### src/inc/psr_pkg.sv
// Notes on behaviour
// - Answer target address 0x38; 0x70 write, 0x71 read.
// - Acknowledge own address on ninth clock.
// - Change SDA only while SCL is low.
// - Start in on-demand mode after reset.
// - Defer mode change until measurement ends.
// - Ignore commands while mode change pending.
// - On-demand measures only on valid trigger.
// - Periodic mode alternates measure and sleep.
// - Periodic mode repeats last trigger settings.
// - Periodic queue on by default, reads drain it.
// - Queue off: reads return last completed result.
// - Writing AC 77 00 starts one measurement.
// - Every read frame begins with status byte.
// - Status byte readable at any time.
// - Queue off: status, pressure, temperature, MSB first.
// - Status bit 7 shows measurement busy.
// - Status bits 6:5 show current mode.
// - Status bit 4 shows memory check failure.
// - Status bit 3 shows calibrated output.
// - Status bits 2:0 show queue on, full, empty.
// - Done output low at start, high at end.
// - Command E1 plus data sets periodic sleep.
// - Queue words carry the full 24-bit value.
package psr_pkg;

  localparam logic [6:0] DEV_ADDR      = 7'h38;
  localparam int         CLK_HZ        = 20_000_000;
  localparam int         MEAS_TIME_US  = 33_000;
  localparam int         MEAS_CYC_DEF  = MEAS_TIME_US * (CLK_HZ / 1_000_000);
  localparam int         MS_CYC_DEF    = CLK_HZ / 1000;

  localparam logic [7:0] CMD_MEAS      = 8'hac;
  localparam logic [7:0] CMD_ON_DEMAND = 8'ha8;
  localparam logic [7:0] CMD_PERIODIC  = 8'he0;
  localparam logic [7:0] CMD_FACTORY   = 8'ha0;
  localparam logic [7:0] CMD_CONFIG    = 8'he1;
  localparam logic [7:0] CMD_SOFT_RST  = 8'hba;
  localparam logic [7:0] CMD_QUEUE_RST = 8'hbb;

  localparam logic [1:0] MODE_OD       = 2'h0;
  localparam logic [1:0] MODE_PER      = 2'h1;
  localparam logic [1:0] MODE_FAC      = 2'h2;

  localparam int         CFG_QUEUE_BIT = 12;
  localparam int         CFG_CAL_BIT   = 11;
  localparam int         CFG_PER_LSB   = 3;
  localparam logic [15:0] CFG_RST      = 16'h1000;
  localparam logic [7:0] OSR_RST       = 8'h77;

  localparam logic [2:0] RD_LAST       = 3'h6;
  localparam logic [2:0] RD_QLAST      = 3'h3;
  localparam int         PERIOD_MS [8] = '{5, 10, 20, 40, 80, 250, 500, 1000};

  typedef struct packed {
    logic       busy;
    logic [1:0] mode;
    logic       crc_fail;
    logic       cal_en;
    logic       queue_en;
    logic       full;
    logic       empty;
  } psr_status_t;

  typedef struct packed {
    logic [23:0] pres;
    logic [23:0] temp;
  } psr_sample_t;

  typedef enum logic [2:0] {
    BUS_IDLE,
    BUS_RX,
    BUS_ACK,
    BUS_TX,
    BUS_TXACK
  } psr_bus_t;

endpackage

### src/core/psr_readout.sv
`timescale 1ns/1ps
module psr_readout
  import psr_pkg::*;
#(
  parameter int MEAS_CYC = MEAS_CYC_DEF,
  parameter int MS_CYC   = MS_CYC_DEF,
  parameter int DEPTH    = 8
) (
  // Clock and reset.
  input  wire logic        clk_in,
  input  wire logic        rst_in,
  // Two-wire link pins.
  input  wire logic        scl_in,
  input  wire logic        sda_in,
  output logic             sda_out,
  output logic             sda_oe_n_out,
  // Measurement done pin.
  output logic             done_out,
  // Converter and memory check.
  input  wire psr_sample_t sample_in,
  input  wire logic        crc_fail_in
);

  localparam int AW = (DEPTH > 1) ? $clog2(DEPTH) : 1;

  if (DEPTH < 2 || (DEPTH & (DEPTH - 1)) != 0) begin : g_chk_depth
    $error("DEPTH must be a power of two of at least 2.");
  end
  if (MEAS_CYC < 1 || MS_CYC < 1) begin : g_chk_time
    $error("Timing counts must be at least 1.");
  end

  typedef struct packed {
    logic                   scl1;
    logic                   scl2;
    logic                   scl3;
    logic                   sda1;
    logic                   sda2;
    logic                   sda3;
    psr_bus_t               bus;
    logic [3:0]             cnt;
    logic [7:0]             sh;
    logic                   first;
    logic                   rd;
    logic                   drv;
    logic [2:0]             widx;
    logic [7:0]             b0;
    logic [7:0]             b1;
    logic [7:0]             b2;
    logic [2:0]             ridx;
    logic                   data_rd;
    logic [1:0]             mode;
    logic [15:0]            cfg;
    logic [7:0]             osr;
    logic                   busy;
    logic [31:0]            tmr;
    logic                   done;
    logic                   pend;
    logic [1:0]             pmode;
    psr_sample_t            res;
    logic                   push_t;
    logic [DEPTH-1:0][23:0] mem;
    logic [AW:0]            wp;
    logic [AW:0]            rp;
  } psr_state_t;

  psr_state_t q;
  psr_state_t s;

  always_comb begin
    logic        rise;
    logic        fall;
    logic        start;
    logic        stop;
    logic        q_on;
    logic        full;
    logic        empty;
    logic [2:0]  nidx;
    logic [2:0]  k;
    logic [23:0] w;
    logic [7:0]  txb;
    logic [1:0]  nmode;
    logic        go;
    psr_status_t st;
    st    = '0;
    rise  = q.scl2 & ~q.scl3;
    fall  = ~q.scl2 & q.scl3;
    start = q.scl2 & q.scl3 & ~q.sda2 & q.sda3;
    stop  = q.scl2 & q.scl3 & q.sda2 & ~q.sda3;
    q_on  = (q.mode == MODE_PER) && q.cfg[CFG_QUEUE_BIT];
    full  = (q.wp[AW] != q.rp[AW]) && (q.wp[AW-1:0] == q.rp[AW-1:0]);
    empty = (q.wp == q.rp);
    nidx  = 3'h0;
    k     = 3'h0;
    w     = 24'h0;
    txb   = 8'h00;
    nmode = q.mode;
    go    = 1'b0;
    s     = q;
    // Two-stage synchronisers for both pins.
    s.scl1 = scl_in;
    s.scl2 = q.scl1;
    s.scl3 = q.scl2;
    s.sda1 = sda_in;
    s.sda2 = q.sda1;
    s.sda3 = q.sda2;

    st.busy     = q.busy;
    st.mode     = q.mode;
    st.crc_fail = crc_fail_in;
    st.cal_en   = q.cfg[CFG_CAL_BIT];
    st.queue_en = q.cfg[CFG_QUEUE_BIT];
    st.full     = full;
    st.empty    = empty;

    // Choose the index of the byte sent next.
    if (q.bus == BUS_TXACK) begin
      if (q_on) begin
        nidx = (q.ridx == RD_QLAST) ? 3'h1 : q.ridx + 3'h1;
      end else begin
        nidx = (q.ridx == 3'h7) ? q.ridx : q.ridx + 3'h1;
      end
    end
    if (q_on) begin
      w = q.mem[q.rp[AW-1:0]];
      k = nidx;
    end else if (nidx <= RD_QLAST) begin
      w = q.res.pres;
      k = nidx;
    end else begin
      w = q.res.temp;
      k = nidx - RD_QLAST;
    end
    if (nidx == 3'h0) begin
      txb = st;
    end else if (nidx > RD_LAST) begin
      txb = 8'h00;
    end else if (k == 3'h1) begin
      txb = w[23:16];
    end else if (k == 3'h2) begin
      txb = w[15:8];
    end else begin
      txb = w[7:0];
    end

    // Measurement timing and periodic sleep.
    if (q.push_t) begin
      s.push_t = 1'b0;
      if (!full) begin
        s.mem[q.wp[AW-1:0]] = q.res.temp;
        s.wp = q.wp + 1'b1;
      end
    end
    if (q.busy) begin
      s.tmr = q.tmr - 32'h1;
      if (q.tmr == 32'h0) begin
        s.busy = 1'b0;
        s.done = 1'b1;
        s.res  = sample_in;
        if (q_on) begin
          if (!full) begin
            s.mem[q.wp[AW-1:0]] = sample_in.pres;
            s.wp = q.wp + 1'b1;
          end
          s.push_t = 1'b1;
        end
        if (q.pend) begin
          s.mode = q.pmode;
          s.pend = 1'b0;
        end
        s.tmr = 32'(PERIOD_MS[q.cfg[CFG_PER_LSB +: 3]] * MS_CYC);
      end
    end else if (q.mode == MODE_PER) begin
      if (q.tmr == 32'h0) begin
        go = 1'b1;
      end else begin
        s.tmr = q.tmr - 32'h1;
      end
    end

    // Two-wire target engine.
    if (start) begin
      s.bus     = BUS_RX;
      s.cnt     = 4'h0;
      s.first   = 1'b1;
      s.drv     = 1'b0;
      s.rd      = 1'b0;
      s.widx    = 3'h0;
      s.data_rd = 1'b0;
    end else if (stop) begin
      s.bus = BUS_IDLE;
      s.drv = 1'b0;
      // done falls after data read.
      // A measurement that ends in this same cycle keeps done set.
      if (q.rd && q.data_rd && q.done) begin
        s.done = 1'b0;
      end
      if (!q.rd && q.widx != 3'h0 && !s.pend) begin
        if (q.b0 == CMD_MEAS && q.widx == 3'h3) begin
          s.osr = q.b1;
          if (q.mode == MODE_OD && !s.busy) begin
            go = 1'b1;
          end
        end else if (q.b0 == CMD_ON_DEMAND || q.b0 == CMD_PERIODIC ||
                     q.b0 == CMD_FACTORY) begin
          nmode = (q.b0 == CMD_ON_DEMAND) ? MODE_OD :
                  (q.b0 == CMD_PERIODIC) ? MODE_PER : MODE_FAC;
          if (s.busy) begin
            s.pend  = 1'b1;
            s.pmode = nmode;
          end else begin
            s.mode = nmode;
            s.tmr  = 32'h0;
          end
        end else if (q.b0 == CMD_CONFIG && q.widx == 3'h3) begin
          s.cfg = {q.b1, q.b2};
        end else if (q.b0 == CMD_SOFT_RST) begin
          s.mode = MODE_OD;
          s.cfg  = CFG_RST;
          s.osr  = OSR_RST;
          s.busy = 1'b0;
          s.done = 1'b0;
          s.tmr  = 32'h0;
          s.wp   = '0;
          s.rp   = '0;
          s.push_t = 1'b0;
        end else if (q.b0 == CMD_QUEUE_RST) begin
          s.rp     = s.wp;
          s.push_t = 1'b0;
        end
      end
    end else begin
      case (q.bus)
        BUS_RX: begin
          if (rise) begin
            s.sh  = {q.sh[6:0], q.sda2};
            s.cnt = q.cnt + 4'h1;
          end
          if (fall && q.cnt == 4'h8) begin
            if (q.first) begin
              if (q.sh[7:1] == DEV_ADDR) begin
                s.rd    = q.sh[0];
                s.first = 1'b0;
                s.bus   = BUS_ACK;
                s.drv   = 1'b1;
              end else begin
                s.bus = BUS_IDLE;
              end
            end else begin
              if (q.widx == 3'h0) begin
                s.b0 = q.sh;
              end else if (q.widx == 3'h1) begin
                s.b1 = q.sh;
              end else if (q.widx == 3'h2) begin
                s.b2 = q.sh;
              end
              s.widx = (q.widx == 3'h7) ? q.widx : q.widx + 3'h1;
              s.bus  = BUS_ACK;
              s.drv  = 1'b1;
            end
          end
        end
        BUS_ACK: begin
          // release or drive after falling clock.
          if (fall) begin
            s.cnt = 4'h0;
            if (q.rd) begin
              s.bus  = BUS_TX;
              s.sh   = txb;
              s.drv  = ~txb[7];
              s.ridx = 3'h0;
            end else begin
              s.bus = BUS_RX;
              s.drv = 1'b0;
            end
          end
        end
        BUS_TX: begin
          if (fall) begin
            if (q.cnt == 4'h7) begin
              s.drv = 1'b0;
              s.bus = BUS_TXACK;
            end else begin
              s.sh  = {q.sh[6:0], 1'b0};
              s.drv = ~q.sh[6];
              s.cnt = q.cnt + 4'h1;
            end
          end
        end
        BUS_TXACK: begin
          if (rise) begin
            if (q.ridx != 3'h0) begin
              s.data_rd = 1'b1;
            end
            if (q_on && q.ridx == RD_QLAST && !empty) begin
              s.rp = q.rp + 1'b1;
            end
            if (q.sda2) begin
              s.bus = BUS_IDLE;
            end
          end else if (fall) begin
            s.bus  = BUS_TX;
            s.cnt  = 4'h0;
            s.ridx = nidx;
            s.sh   = txb;
            s.drv  = ~txb[7];
          end
        end
        default: begin
          s.drv = 1'b0;
        end
      endcase
    end

    if (go) begin
      s.busy = 1'b1;
      s.tmr  = 32'(MEAS_CYC - 1);
      s.done = 1'b0;
    end

    if (rst_in) begin
      s      = '0;
      s.scl1 = 1'b1;
      s.scl2 = 1'b1;
      s.scl3 = 1'b1;
      s.sda1 = 1'b1;
      s.sda2 = 1'b1;
      s.sda3 = 1'b1;
      s.bus  = BUS_IDLE;
      s.mode = MODE_OD;
      s.cfg  = CFG_RST;
      s.osr  = OSR_RST;
    end
  end

  always_ff @(posedge clk_in) begin
    q <= s;
  end

  assign sda_out      = 1'b0;
  assign sda_oe_n_out = ~q.drv;
  assign done_out     = q.done;

endmodule // psr_readout

### config.mk
export PLATFORM = sky130hd
export DESIGN_NAME = psr_readout
export DESIGN_NICKNAME = d
export VERILOG_FILES = /design/src/inc/psr_pkg.sv /design/src/core/psr_readout.sv
export SDC_FILE = /design/constraint.sdc
export NUM_CORES = 1
export LEC_CHECK = 0
export BUFFER_PORTS_ARGS = -buffer_cell sky130_fd_sc_hd__buf_2
export CAP_MARGIN = 30
export CORE_ASPECT_RATIO = 1.4
export CORE_MARGIN = 2
export CORE_UTILIZATION = 40
export CTS_BUF_LIST = sky130_fd_sc_hd__clkbuf_8
export DETAILED_ROUTE_END_ITERATION = 7
export GPL_ROUTABILITY_DRIVEN = 0
export PLACE_DENSITY = 0.64
export RECOVER_POWER = 100
export SYNTH_ARGS = -nofsm -noshare
export SYNTH_HDL_FRONTEND = slang
export SYNTH_SLANG_ARGS = --single-unit
### constraint.sdc
create_clock -name clk_in -period 6 [get_ports clk_in]
set_clock_uncertainty 0.15 [all_clocks]
set_input_delay 1.2 -clock clk_in [delete_from_list [all_inputs] [get_ports clk_in]]
set_output_delay 1.2 -clock clk_in [all_outputs]
set_load 0.01 [all_outputs]
Yosys cells after proc, flatten, opt, wreduce, memory -nomap -nowiden
Memories as Yosys holds them, arrays and structs flattened.
Index checks and enable logic that the tools add are counted.
{"block": "op_classes", "n_reduce_logical": 54, "n_eq_ne": 54, "n_addsub": 7, "mul": 1, "div": 0, "shifts": 0, "mux": 143, "bitwise_logic": 23, "n_lt_le_gt_ge": 6}
{"operator": "197-bit two-way mux", "n": 3}
{"operator": "196-bit two-way mux", "n": 3}
{"operator": "192-bit bitwise mux", "n": 2}
{"operator": "60-bit two-way mux", "n": 6}
{"operator": "32-bit two-way mux", "n": 7}
{"operator": "63-bit two-way mux", "n": 3}
{"operator": "8-bit two-way mux", "n": 15}
{"operator": "24-bit two-way mux", "n": 4}
{"operator": "24-bit binary-select mux with 3-bit select", "n": 1}
{"operator": "24-bit demux with 3-bit select", "n": 1}
{"operator": "35-bit two-way mux", "n": 2}
{"operator": "15-bit case mux with 4 select lines", "n": 1}
{"operator": "3-bit two-way mux", "n": 19}
{"operator": "8-bit equality test, second input constant", "n": 7}
{"operator": "27-bit two-way mux", "n": 2}
{"operator": "15-bit two-way mux", "n": 3}
{"operator": "42-bit two-way mux", "n": 1}
{"operator": "37-bit two-way mux", "n": 1}
{"operator": "12-bit two-way mux", "n": 3}
{"operator": "34-bit two-way mux", "n": 1}
{"operator": "1-bit two-way mux", "n": 33}
{"operator": "32-bit zero test", "n": 1}
{"operator": "32-bit by 11-bit multiplier with 27-bit output, second input constant", "n": 1}
{"operator": "16-bit two-way mux", "n": 2}
{"operator": "other kinds (61)", "n": 166}
{"block": "totals", "output_inout_bits": 3, "mem_bits_rw": 0, "register_bits": 367, "n_memories": 1, "wordCells": 330, "rom_bits": 256, "latchBits": 0}
{"name": "(name not given)", "words": 8, "width": 32, "read_ports": 1, "rd_ports_with_merged_regs": 0, "write_ports": 0, "line_no": "psr_readout.sv:171", "source": "s.tmr = 32'(PERIOD_MS[q.cfg[CFG_PER_LSB +: 3]] * MS_CYC);"}

Logic depth before layout (Yosys ltp)
Gate-level depths: netlist of the first run.
{"block": "depth", "ltp_word": 24, "depth_mapped": 20}

Least setup slack after synthesis of the first run
Ideal clock, no wire load.
{"block": "synth_timing", "path_type": "register to register", "from": "reg q[299] (netlist name)", "to": "reg q[275] (netlist name)", "path_stages_with_launch": 20, "arrival_ns": 4.740, "t_required_ns": 5.706, "setup_time_ns": 0.144, "n_path_buf": 1, "synth_period_minus_slack_ns": 5.033, "setup_slack_ns": 0.967, "cell_sequence": "dfxtp_1 clkbuf_1 nand2_1 nand2_1 ha_1 ha_1 inv_1 fa_1 fa_1 fa_1 inv_1 ha_1 nand3_1 o22ai_1 or4_1 a41oi_1 o21ai_0 xor2_1 o21ai_0 a311oi_2"}
{"block": "synth_via", "elab_chain_len": 20, "word_cells_on_any_way": 21, "cone_classes": "1 x mul; 18 x mux; 1 x bitwise; 1 x memory"}
{"item": "start: declaration", "line_no": "psr_readout.sv:67", "source": "psr_state_t q;"}
{"item": "start signal: assignment", "line_no": "psr_readout.sv:337", "source": "q <= s;"}
{"item": "3-bit inverter with 4-bit output (not written as such) *", "line_no": "psr_readout.sv:171"}
{"item": "memory read 8 x 32 bit *"}
{"item": "32-bit two-way mux (not written as such) * (2 in series)", "line_no": "psr_readout.sv:171"}
{"item": "32-bit by 11-bit multiplier with 27-bit output *", "line_no": "psr_readout.sv:171"}
{"item": "35-bit two-way mux *", "line_no": "psr_readout.sv:156", "source": "if (q.tmr == 32'h0) begin"}
{"item": "35-bit two-way mux *", "line_no": "psr_readout.sv:154", "source": "if (q.busy) begin"}
{"item": "32-bit two-way mux *", "line_no": "psr_readout.sv:154"}
{"item": "60-bit two-way mux", "line_no": "psr_readout.sv:217", "source": "end else if (q.b0 == CMD_SOFT_RST) begin"}
{"item": "[3 not listed]"}
{"item": "60-bit two-way mux", "line_no": "psr_readout.sv:190", "source": "end else if (stop) begin"}
{"item": "60-bit two-way mux", "line_no": "psr_readout.sv:182", "source": "if (start) begin"}
{"item": "42-bit two-way mux", "line_no": "psr_readout.sv:215", "source": "end else if (q.b0 == CMD_CONFIG && q.widx == 3'h3) begin"}
{"item": "32-bit two-way mux", "line_no": "psr_readout.sv:204", "source": "end else if (q.b0 == CMD_ON_DEMAND || q.b0 == CMD_PERIODIC ||"}
{"item": "37-bit two-way mux", "line_no": "psr_readout.sv:199", "source": "if (q.b0 == CMD_MEAS && q.widx == 3'h3) begin"}
{"item": "63-bit two-way mux", "line_no": "psr_readout.sv:198", "source": "if (!q.rd && q.widx != 3'h0 && !s.pend) begin"}
{"item": "63-bit two-way mux", "line_no": "psr_readout.sv:190"}
{"item": "63-bit two-way mux *", "line_no": "psr_readout.sv:182"}
Mark *: on every way between the ends. The rest lies on a longest branch, timed or not. The select of a mux whose other input is x is not followed.
A chain may end at the register's enable or synchronous reset.

==> results.toml, run 1 <==
[synthesis]
synthTopCellsByArea = "dfxtp_1, nand2_1, a32oi_1"
synth_area_per_cell_sq_um = 8.36
synth-seq-area-share_pct = 35.8
synth_edf_count = 0
yosysWarnings = 0
ys_ff_latch = 337
syn-cell-area_sq_mm = 0.0189
ys_types = 87
synth_ff_type = "dfxtp_1"
synthArstFlopShare_pct = 0
synth_fp_nets = 2402
yosysTopAreaCell = "dfxtp_1"
netlist.area_leader.share_pct = 35.8
postSynthCellCount = 2258

[sta]
maxSlewHeadroom_pct = -132
fin_setup_tns_ns = 0
rsz0062_at_grt = "false"
finalHoldViolCount = 0
setup_viol = 0
worst_pin_slew_ns = 3.48
timing.final.crit_share_pct = 95.4
layout_min_cycle_time_ns = 5.72
finalMaxSlewViolations = 150
max_freq_mhz = 175

[clock_tree]
ctsResizeCount = 0
cts_buffers = 55
worstSkewPairLatency_ns = 0.63
clkSinkCount = 337
tritoncts = "done"
cts_buffer_depth = 3
cts.clk_slew.worst_paths_ns = 0.06
post_cts_buffers = 0
hold_buffers = 0
ctsRootBufferMaster = "clkbuf_8"
htreeDepth = 2

[global_routing]
met2_usage_pct = 46.9
grt_most_used_layer = "met2"
antenna_found_initial = 1
grt.overflow.total = 0
grt_pass1_wl_um = 101000
grt_use_total_pct = 26.4
grt_max_degree = 65
grtUsageMet3_pct = 3.81
gr-usage-met1_pct = 28.5
grt_pass1_vias = 17900

[floorplan]
die_h_um = 261
core_sq_mm = 0.0468
pin_count = 56
fp.dieW_um = 188
row_count = 94
dieArea_sq_mm = 0.0490
start_util_pct = 40.3

[place]
place_area_sq_mm = 0.0197
hpwl_um = 44300
port_buffers = 54

[flow_run]
cap_viol_max_count = 3

[cells_and_area]
fin_nets = 2379
final_core_util_pct = 44.4
final_area_sq_mm = 0.0208
area_growth_pct = 10.2
drive_gt1_share_pct = 11.9

[critical_path]
worst_setup_path_end_kind = "flop"
path_class = "in -> reg"
crit_arrival_ns = 6.09
cp-start-kind = "primary input"
worstPathMaxFanout = 45
required_ns = 6.36

[detailed_routing]
antenna_left = 0
via_per_inst = 6.21
vias = 18000
drt_iter0_drc = 1517
wl_per_cell_um = 22.8
drc = 0
routed_wl_um = 66000
firstDrtPassIters = 6

[outcome]
status = "finished with violations"
violations = "max-capacitance violations, max-slew violations"

[worst_hold_path]
hold_class = "reg -> reg"

[power_and_ir_drop]
ir_worst_vdd_v = 0.000134
power_density_mw_per_mm2 = 215
p_leak_nw = 7.58
## stage by stage
| stage | hold slack (ns) | instances | power (W) | worst slack [ns] |
|---|---|---|---|---|
| after detailed placement | 0.253 | 2802 | 0.00244 | 0.419 |
| final | 0.265 | 2899 | 0.00446 | 0.276 |
| after CTS | 0.272 | 2898 | 0.00448 | 0.374 |
| after floorplan | 0.239 | 2258 | 0.00237 | 0.967 |
| after global routing | 0.289 | 2899 | 0.00458 | 0.0344 |
| after global placement | 0.247 | 2796 | 0.00244 | 0.558 |
## cells in the mapped netlist (all sizes together), types with 11 or more instances
cell type,count
nor3b,11
mux2i,63
mux4,49
o21ai,92
a31oi,15
a32oi,170
xor2,12
o22ai,12
a211oi,33
inv,41
nor2,187
dfxtp,337
xnor2,32
a21oi,122
or3,14
and3,13
o211ai,11
nand2b,17
buf,53
nor3,34
ha,76
nand3,48
fa,15
nand2,497
a21o,12
clkbuf,124
nor2b,15
## per-layer routing
layer  wire length, um  up-vias
li1                  -     8152
met1             23900     8732
met2             32600      830
met3              4270      284
met4              5200        0
met5                 0        -
## worst max-delay path, cell delays in order
cell and delay [ns]:
clkbuf_1 0.72, clkinv_1 0.22, clkbuf_1 2.11, o21ai_0 1.32, a32oi_1 0.48
## layout by cell type (no fill, tap or decap), types with 12 or more instances in the layout
master,instances
nor2b_1,15
buf_2,51
fa_1,15
a21o_1,12
nand3_1,44
o22ai_1,12
and3_1,13
mux4_2,49
o21ai_0,83
xnor2_1,32
buf_4,33
ha_1,76
nand2_1,495
a32oi_1,170
nor3_1,31
dfxtp_1,334
a21oi_1,121
xor2_1,12
nand2b_1,16
clkbuf_8,70
a31oi_1,15
inv_1,56
or3_1,14
nor2_1,181
mux2i_1,63
a211oi_1,32
## worst paths after layout
path / startpoint / to / slack, ns / cells past startpoint
setup / recovery: rst_in / q[147]$_SDFF_PP0_ / 0.28 / 5
hold reg to reg: q[363]$_SDFF_PP1_ / q[362]$_SDFF_PP1_ / 0.26 / 1
setup reg to reg: q[298]$_SDFFE_PP0P_ / q[275]$_SDFF_PP0_ / 0.37 / 18
hold / removal: q[363]$_SDFF_PP1_ / q[362]$_SDFF_PP1_ / 0.26 / 1
## registers in the layout, summed over array words and instances (netlist names), named ones only
name      count
q           335
done_out      1
## kinds of logic (layout without fill, tap and decap cells)
kind of cell               count (synthesis)  after routing  synth area share (%)
other                                      1              2                0.0199
adders and majority gates                 91             91                  6.63
muxes                                    117            117                  9.49
AOI/OAI and AO/OA                        542            542                  20.3
DFF                                      337            337                  35.8
xor gates and xnor gates                  44             44                  2.04
buffers and inverters                    219            235                  4.62
and+or+nand+nor                          907            907                  21.1
## area by class of cell
type                            instances  area [sq um]
Fill cell                            4711         26000
Antenna cell                            1          2.50
Timing Repair Buffer                   97           657
Clock buffer                           70           963
Tap cell                              624           781
Multi-Input combinational cell       1702         11300
Inverter                               42           158
Sequential cell                       337          6750
Clock inverter                         26           149
## where the power goes
| part | leakage, nW | switching [W] | internal [W] |
|---|---|---|---|
| clock | 0.636 | 0.000976 | 0.00109 |
| combinational | 4.23 | 0.000108 | 0.0000385 |
| sequential | 2.72 | 0.00000764 | 0.00224 |
Note: power is estimated with default switching activity, not from simulation.
==> run 2, diff against run 1 <==
CTS_BUF_LIST = sky130_fd_sc_hd__clkbuf_2   (was sky130_fd_sc_hd__clkbuf_8)
==> run 2 against run 1 <==
  * The run still ends with max-capacitance violations, max-slew violations left
  * Clock power decreased by 22%
  * Cell count is 1.6% higher
  * Sequential cell count unchanged
  * Critical path type is now reg -> reg
  * Clock-buffer cell count is 49 higher
  * Critical path depth increased by 13
  * Power shrank 10%
  * Wire length is 0.65% higher
  * Global-route usage rose by 0.19 points
  * Via count up 1.3%
  * Core utilization down 0.78 points
  * First-iteration DRC count rose by 3.8%
  * Combinational power about the same
==> results.toml, run 2 (synthesized netlist as in run 1, its figures left out) <==
[outcome]
status = "finished with violations"
violations = "max-capacitance violations, max-slew violations"

[floorplan]
row_count = 94
pin_count = 56
die_h_um = 261
dieArea_sq_mm = 0.0490
fp.dieW_um = 188
start_util_pct = 40.3
core_sq_mm = 0.0468

[critical_path]
cp_cell_sequence = "inv_1, o21ai_0, ha_1, ha_1, inv_1, fa_1, fa_1, fa_1, inv_1, ha_1, nand3_1, o22ai_1, or4_1, a41oi_1, o21ai_0, xor2_1, o21ai_0, a311oi_2"
cp-start-kind = "flop"
path_delay_family = "adder cells"
worstPathMaxFanout = 12
required_ns = 6.72
path_buf_inv = 3
r2r_slack_ns = 0.38
worst_setup_path_end_kind = "flop"
r2r_end = "q[275]$_SDFF_PP0_"
timing.rr.start = "q[298]$_SDFFE_PP0P_"
path_class = "reg -> reg"
reg2regPathDepth = 18
crit_arrival_ns = 6.34
cpMaxStageDelayCell = "dfxtp_1"
critPathMaxStageDelay_ns = 0.54

[detailed_routing]
firstDrtPassIters = 5
wl_per_cell_um = 22.5
drc = 0
via_per_inst = 6.19
antenna_left = 0
routed_wl_um = 66400
vias = 18200
drt_iter0_drc = 1574

[global_routing]
grt_max_degree = 65
antenna_found_initial = 1
grt.overflow.total = 0
grt_most_used_layer = "met2"
grt_pass1_wl_um = 102000
gr-usage-met1_pct = 27.9
met2_usage_pct = 47.1
grtUsageMet3_pct = 4.86
grt_pass1_vias = 18200
grt_use_total_pct = 26.6

[clock_tree]
ctsRootBufferMaster = "clkbuf_2"
tritoncts = "done"
worstSkewPairLatency_ns = 1.04
clkSinkCount = 337
ctsResizeCount = 0
post_cts_buffers = 0
htreeDepth = 3
hold_buffers = 0
cts_buffer_depth = 3
cts.clk_slew.worst_paths_ns = 0.10
cts_buffers = 86

[worst_hold_path]
min_to = "q[214]$_SDFFE_PP0P_"
hold_depth = 3
worstHoldStart = "sample_in[13]"
hold_class = "in -> reg"

[sta]
finalHoldViolCount = 0
worst_hold_slack_ns = 0.225
layout_min_cycle_time_ns = 5.62
finalMaxSlewViolations = 150
worst_pin_slew_ns = 3.54
maxSlewHeadroom_pct = -136
fin_setup_tns_ns = 0
fin_ws_ns = 0.380
rsz0062_at_grt = "false"
timing.final.crit_share_pct = 93.7
setup_viol = 0
max_freq_mhz = 178

[flow_run]
cap_viol_max_count = 3

[place]
port_buffers = 54
pre_cts_slack_ns = 0.419
hpwl_um = 44300

[power_and_ir_drop]
ir_worst_vdd_v = 0.000118
power_density_mw_per_mm2 = 196
p_leak_nw = 7.51

[cells_and_area]
top_register = "q"
fill_cells = 4805
drive_gt1_share_pct = 13.7
area_growth_pct = 8.28
largest_register_ffs = 335
layout_commonest_cell = "nand2_1"
fin_nets = 2410
layout_common_cells = "nand2_1, dfxtp_1, nor2_1"
## run 2: power breakdown
group	leakage, nW	switching, W	internal (W)	total (W)
registers	2.72	0.00000760	0.00224	0.00225
logic	4.23	0.000107	0.0000384	0.000146
clock network	0.569	0.000991	0.000617	0.00161
total	7.51	0.00111	0.00290	0.00400
## run 2: layout make-up
cell class	count	area (sq um)	area share [%]
multi-input combinational	1702	11300	55.5
sequential	337	6750	33.0
tap	624	781	3.82
timing repair buffer	97	657	3.21
clock buffer	119	596	2.91
inverter	42	158	0.772
clock inverter	23	151	0.741
antenna	1	2.50	0.0122
## run 2: worst reg2reg max path: cells and delay by family, from the launching register on
family | cells | cell delay (ns)
buffers and inverters | 3 | 0.21
and+or+nand+nor | 2 | 0.52
AOI/OAI and AO/OA | 6 | 1.52
DFF | 1 | 0.54
adders and majority gates | 6 | 2.36
xor gates and xnor gates | 1 | 0.18
## run 2: per-layer routing
metal	wire length (um)	up-vias
li1	-	8261
met1	23800	8837
met2	32600	817
met3	4520	310
met4	5450	0
met5	0	-
## run 2: through the flow
step / std cells / utilization (%) / area [sq um] / total power, W
final: 2945 / 43.6 / 20400 / 0.00400
after CTS: 2944 / 43.7 / 20500 / 0.00403
after detailed placement: 2802 / 42.1 / 19700 / 0.00244
after global placement: 2796 / 41.9 / 19600 / 0.00244
after floorplan: 2258 / - / 18900 / 0.00237
after global routing: 2945 / 43.6 / 20400 / 0.00415
## run 2: how the worst max path moves through the flow
| stage | start | endpoint | slack, ns | cells past startpoint |
|---|---|---|---|---|
| 4_1_cts | q[298]$_SDFFE_PP0P_ | q[275]$_SDFF_PP0_ | 0.36 | 18 |
| 6_report | q[298]$_SDFFE_PP0P_ | q[275]$_SDFF_PP0_ | 0.38 | 18 |
| 2_1_floorplan | q[299]$_SDFFE_PP0P_ | q[275]$_SDFF_PP0_ | 0.97 | 19 |
| 5_1_grt | q[298]$_SDFFE_PP0P_ | q[277]$_SDFF_PP0_ | 0.04 | 18 |
| 3_5_place_dp | q[298]$_SDFFE_PP0P_ | q[275]$_SDFF_PP0_ | 0.42 | 18 |
| 3_3_place_gp | q[298]$_SDFFE_PP0P_ | q[275]$_SDFF_PP0_ | 0.56 | 18 |
==> run 3, diff against run 2 <==
PLACE_DENSITY = 0.65   (was 0.64)
SKIP_CTS_REPAIR_TIMING = 1   (was not set)
==> run 3 against run 2 <==
  * The flow still finishes with violations (max-capacitance violations, max-slew violations)
  * Design area fell by 0.15%
  * Non-clock buffer count shrank 3
  * Critical path depth down 8
  * Power up 0.36%
  * Global-route usage shrank 0.25 points
  * Die area is the same
  * Wire length is 0.91% lower
  * Critical path type unchanged
  * Largest cell class unchanged
==> results.toml, run 3 (synthesized netlist as in run 1, its figures left out) <==
[place]
port_buffers = 54
pre_cts_slack_ns = 0.457
hpwl_um = 43500

[global_routing]
grtUsageMet3_pct = 4.56
grt_most_used_layer = "met2"
grt_pass1_wl_um = 100000
grt_max_degree = 66
grt.overflow.total = 0
grt_use_total_pct = 26.3
grt_pass1_vias = 17800
gr-usage-met1_pct = 28.2
antenna_found_initial = 1
met2_usage_pct = 46.8

[critical_path]
cp-start-kind = "flop"
worst_setup_path_end_kind = "flop"
worstPathMaxFanout = 48
r2r_slack_ns = 0.30
cp-startpoint = "q[253]$_SDFF_PP0_"
path_class = "reg -> reg"
timing.rr.start = "q[253]$_SDFF_PP0_"
reg2regPathDepth = 10
r2r_end = "q[217]$_SDFFE_PP0P_"
crit_end = "q[217]$_SDFFE_PP0P_"
required_ns = 6.77
crit_arrival_ns = 6.47

[sta]
fin_setup_tns_ns = 0
setup_viol = 0
finalHoldViolCount = 0
finalMaxSlewViolations = 122
rsz0062_at_grt = "false"
fin_ws_ns = 0.296
worst_pin_slew_ns = 3.53
layout_min_cycle_time_ns = 5.70
timing.final.crit_share_pct = 95.1
maxSlewHeadroom_pct = -135
max_freq_mhz = 175

[power_and_ir_drop]
seq_power_share_pct = 56.0
sw_frac_of_total_pct = 27.0
clock_power_share_pct = 40.5
p_leak_nw = 7.50
switchingPower_w = 0.00108
p_comb_share_pct = 3.6
p_int_w = 0.00293
ir_worst_vdd_v = 0.000126
power_density_mw_per_mm2 = 197

[clock_tree]
cts_buffers = 84
cts.clk_slew.worst_paths_ns = 0.13
clkSinkCount = 337
worstSkewPairLatency_ns = 1.05
ctsRootBufferMaster = "clkbuf_2"
cts_buffer_depth = 3
htreeDepth = 3
tritoncts = "done"

[floorplan]
die_h_um = 261
pin_count = 56
fp.dieW_um = 188
start_util_pct = 40.3
dieArea_sq_mm = 0.0490
core_sq_mm = 0.0468
row_count = 94

[detailed_routing]
antenna_left = 0
drc = 0
routed_wl_um = 65800
vias = 18200
via_per_inst = 6.19
wl_per_cell_um = 22.4
drt_iter0_drc = 1650
firstDrtPassIters = 8

[cells_and_area]
layout_common_cells = "nand2_1, dfxtp_1, nor2_1"
drive_gt1_share_pct = 13.5
largest_register_ffs = 335
top_register = "q"
fill_cells = 4752
area_growth_pct = 8.12
fin_nets = 2405
layout_commonest_cell = "nand2_1"

[worst_hold_path]
hold_class = "in -> reg"
worstHoldStart = "sda_in"

[flow_run]
cap_viol_max_count = 3

[outcome]
status = "finished with violations"
violations = "max-capacitance violations, max-slew violations"
==> run 3: final cells by class <==
type	instances	area, sq um	area share (%)
clock inverters	19	154	0.754
well taps	624	781	3.83
repair buffers	94	621	3.04
diodes	2	5.00	0.0245
inverters	42	158	0.773
multi-input cells	1702	11300	55.5
flip-flops and latches	337	6750	33.1
clock buffers	120	601	2.94
==> run 3: routing by layer <==
metal,vias up,part of all wire [%]
met1,8676,36
met2,959,49
met4,0,7.6
li1,8252,-
met5,-,0
met3,299,7.3
==> run 3: per-stage QoR <==
stage | area, sq um | hold slack, ns | utilization, % | instances | power, W
floorplan | 18900 | 0.239 | - | 2258 | 0.00237
global placement | 19600 | 0.243 | 41.8 | 2793 | 0.00244
detailed placement | 19700 | 0.246 | 42.1 | 2798 | 0.00244
CTS | 20500 | 0.132 | 43.7 | 2937 | 0.00405
global route | 20400 | 0.168 | 43.6 | 2940 | 0.00417
finish | 20400 | 0.235 | 43.6 | 2940 | 0.00402
==> run 3: worst min path at each step <==
stage	to	slack (ns)	depth (start not counted)
after CTS	q[363]$_SDFF_PP1_	0.13	2
after global routing	q[363]$_SDFF_PP1_	0.17	2
after global placement	q[362]$_SDFF_PP1_	0.24	1
after floorplan	q[362]$_SDFF_PP1_	0.24	1
final	q[363]$_SDFF_PP1_	0.24	2
after detailed placement	q[365]$_SDFF_PP1_	0.25	1
==> run 3: power by group through the flow <==
stage | clock network [W] | registers [W] | logic (W)
floorplan | 0 | 0.00230 | 0.0000739
global placement | 0 | 0.00230 | 0.000139
detailed placement | 0 | 0.00230 | 0.000143
CTS | 0.00166 | 0.00225 | 0.000144
global route | 0.00177 | 0.00225 | 0.000152
finish | 0.00162 | 0.00225 | 0.000144
==> run 3: critical path: stages (launching register included) <==
cell	delay [ns]
dfxtp_1	0.35
inv_1	0.08
ha_1	0.23
nor3b_1	0.86
and4_1	0.51
and4_1	0.76
inv_1	0.58
nor2_2	0.60
clkbuf_2	1.08
nand2_1	0.18
a21oi_1	0.17
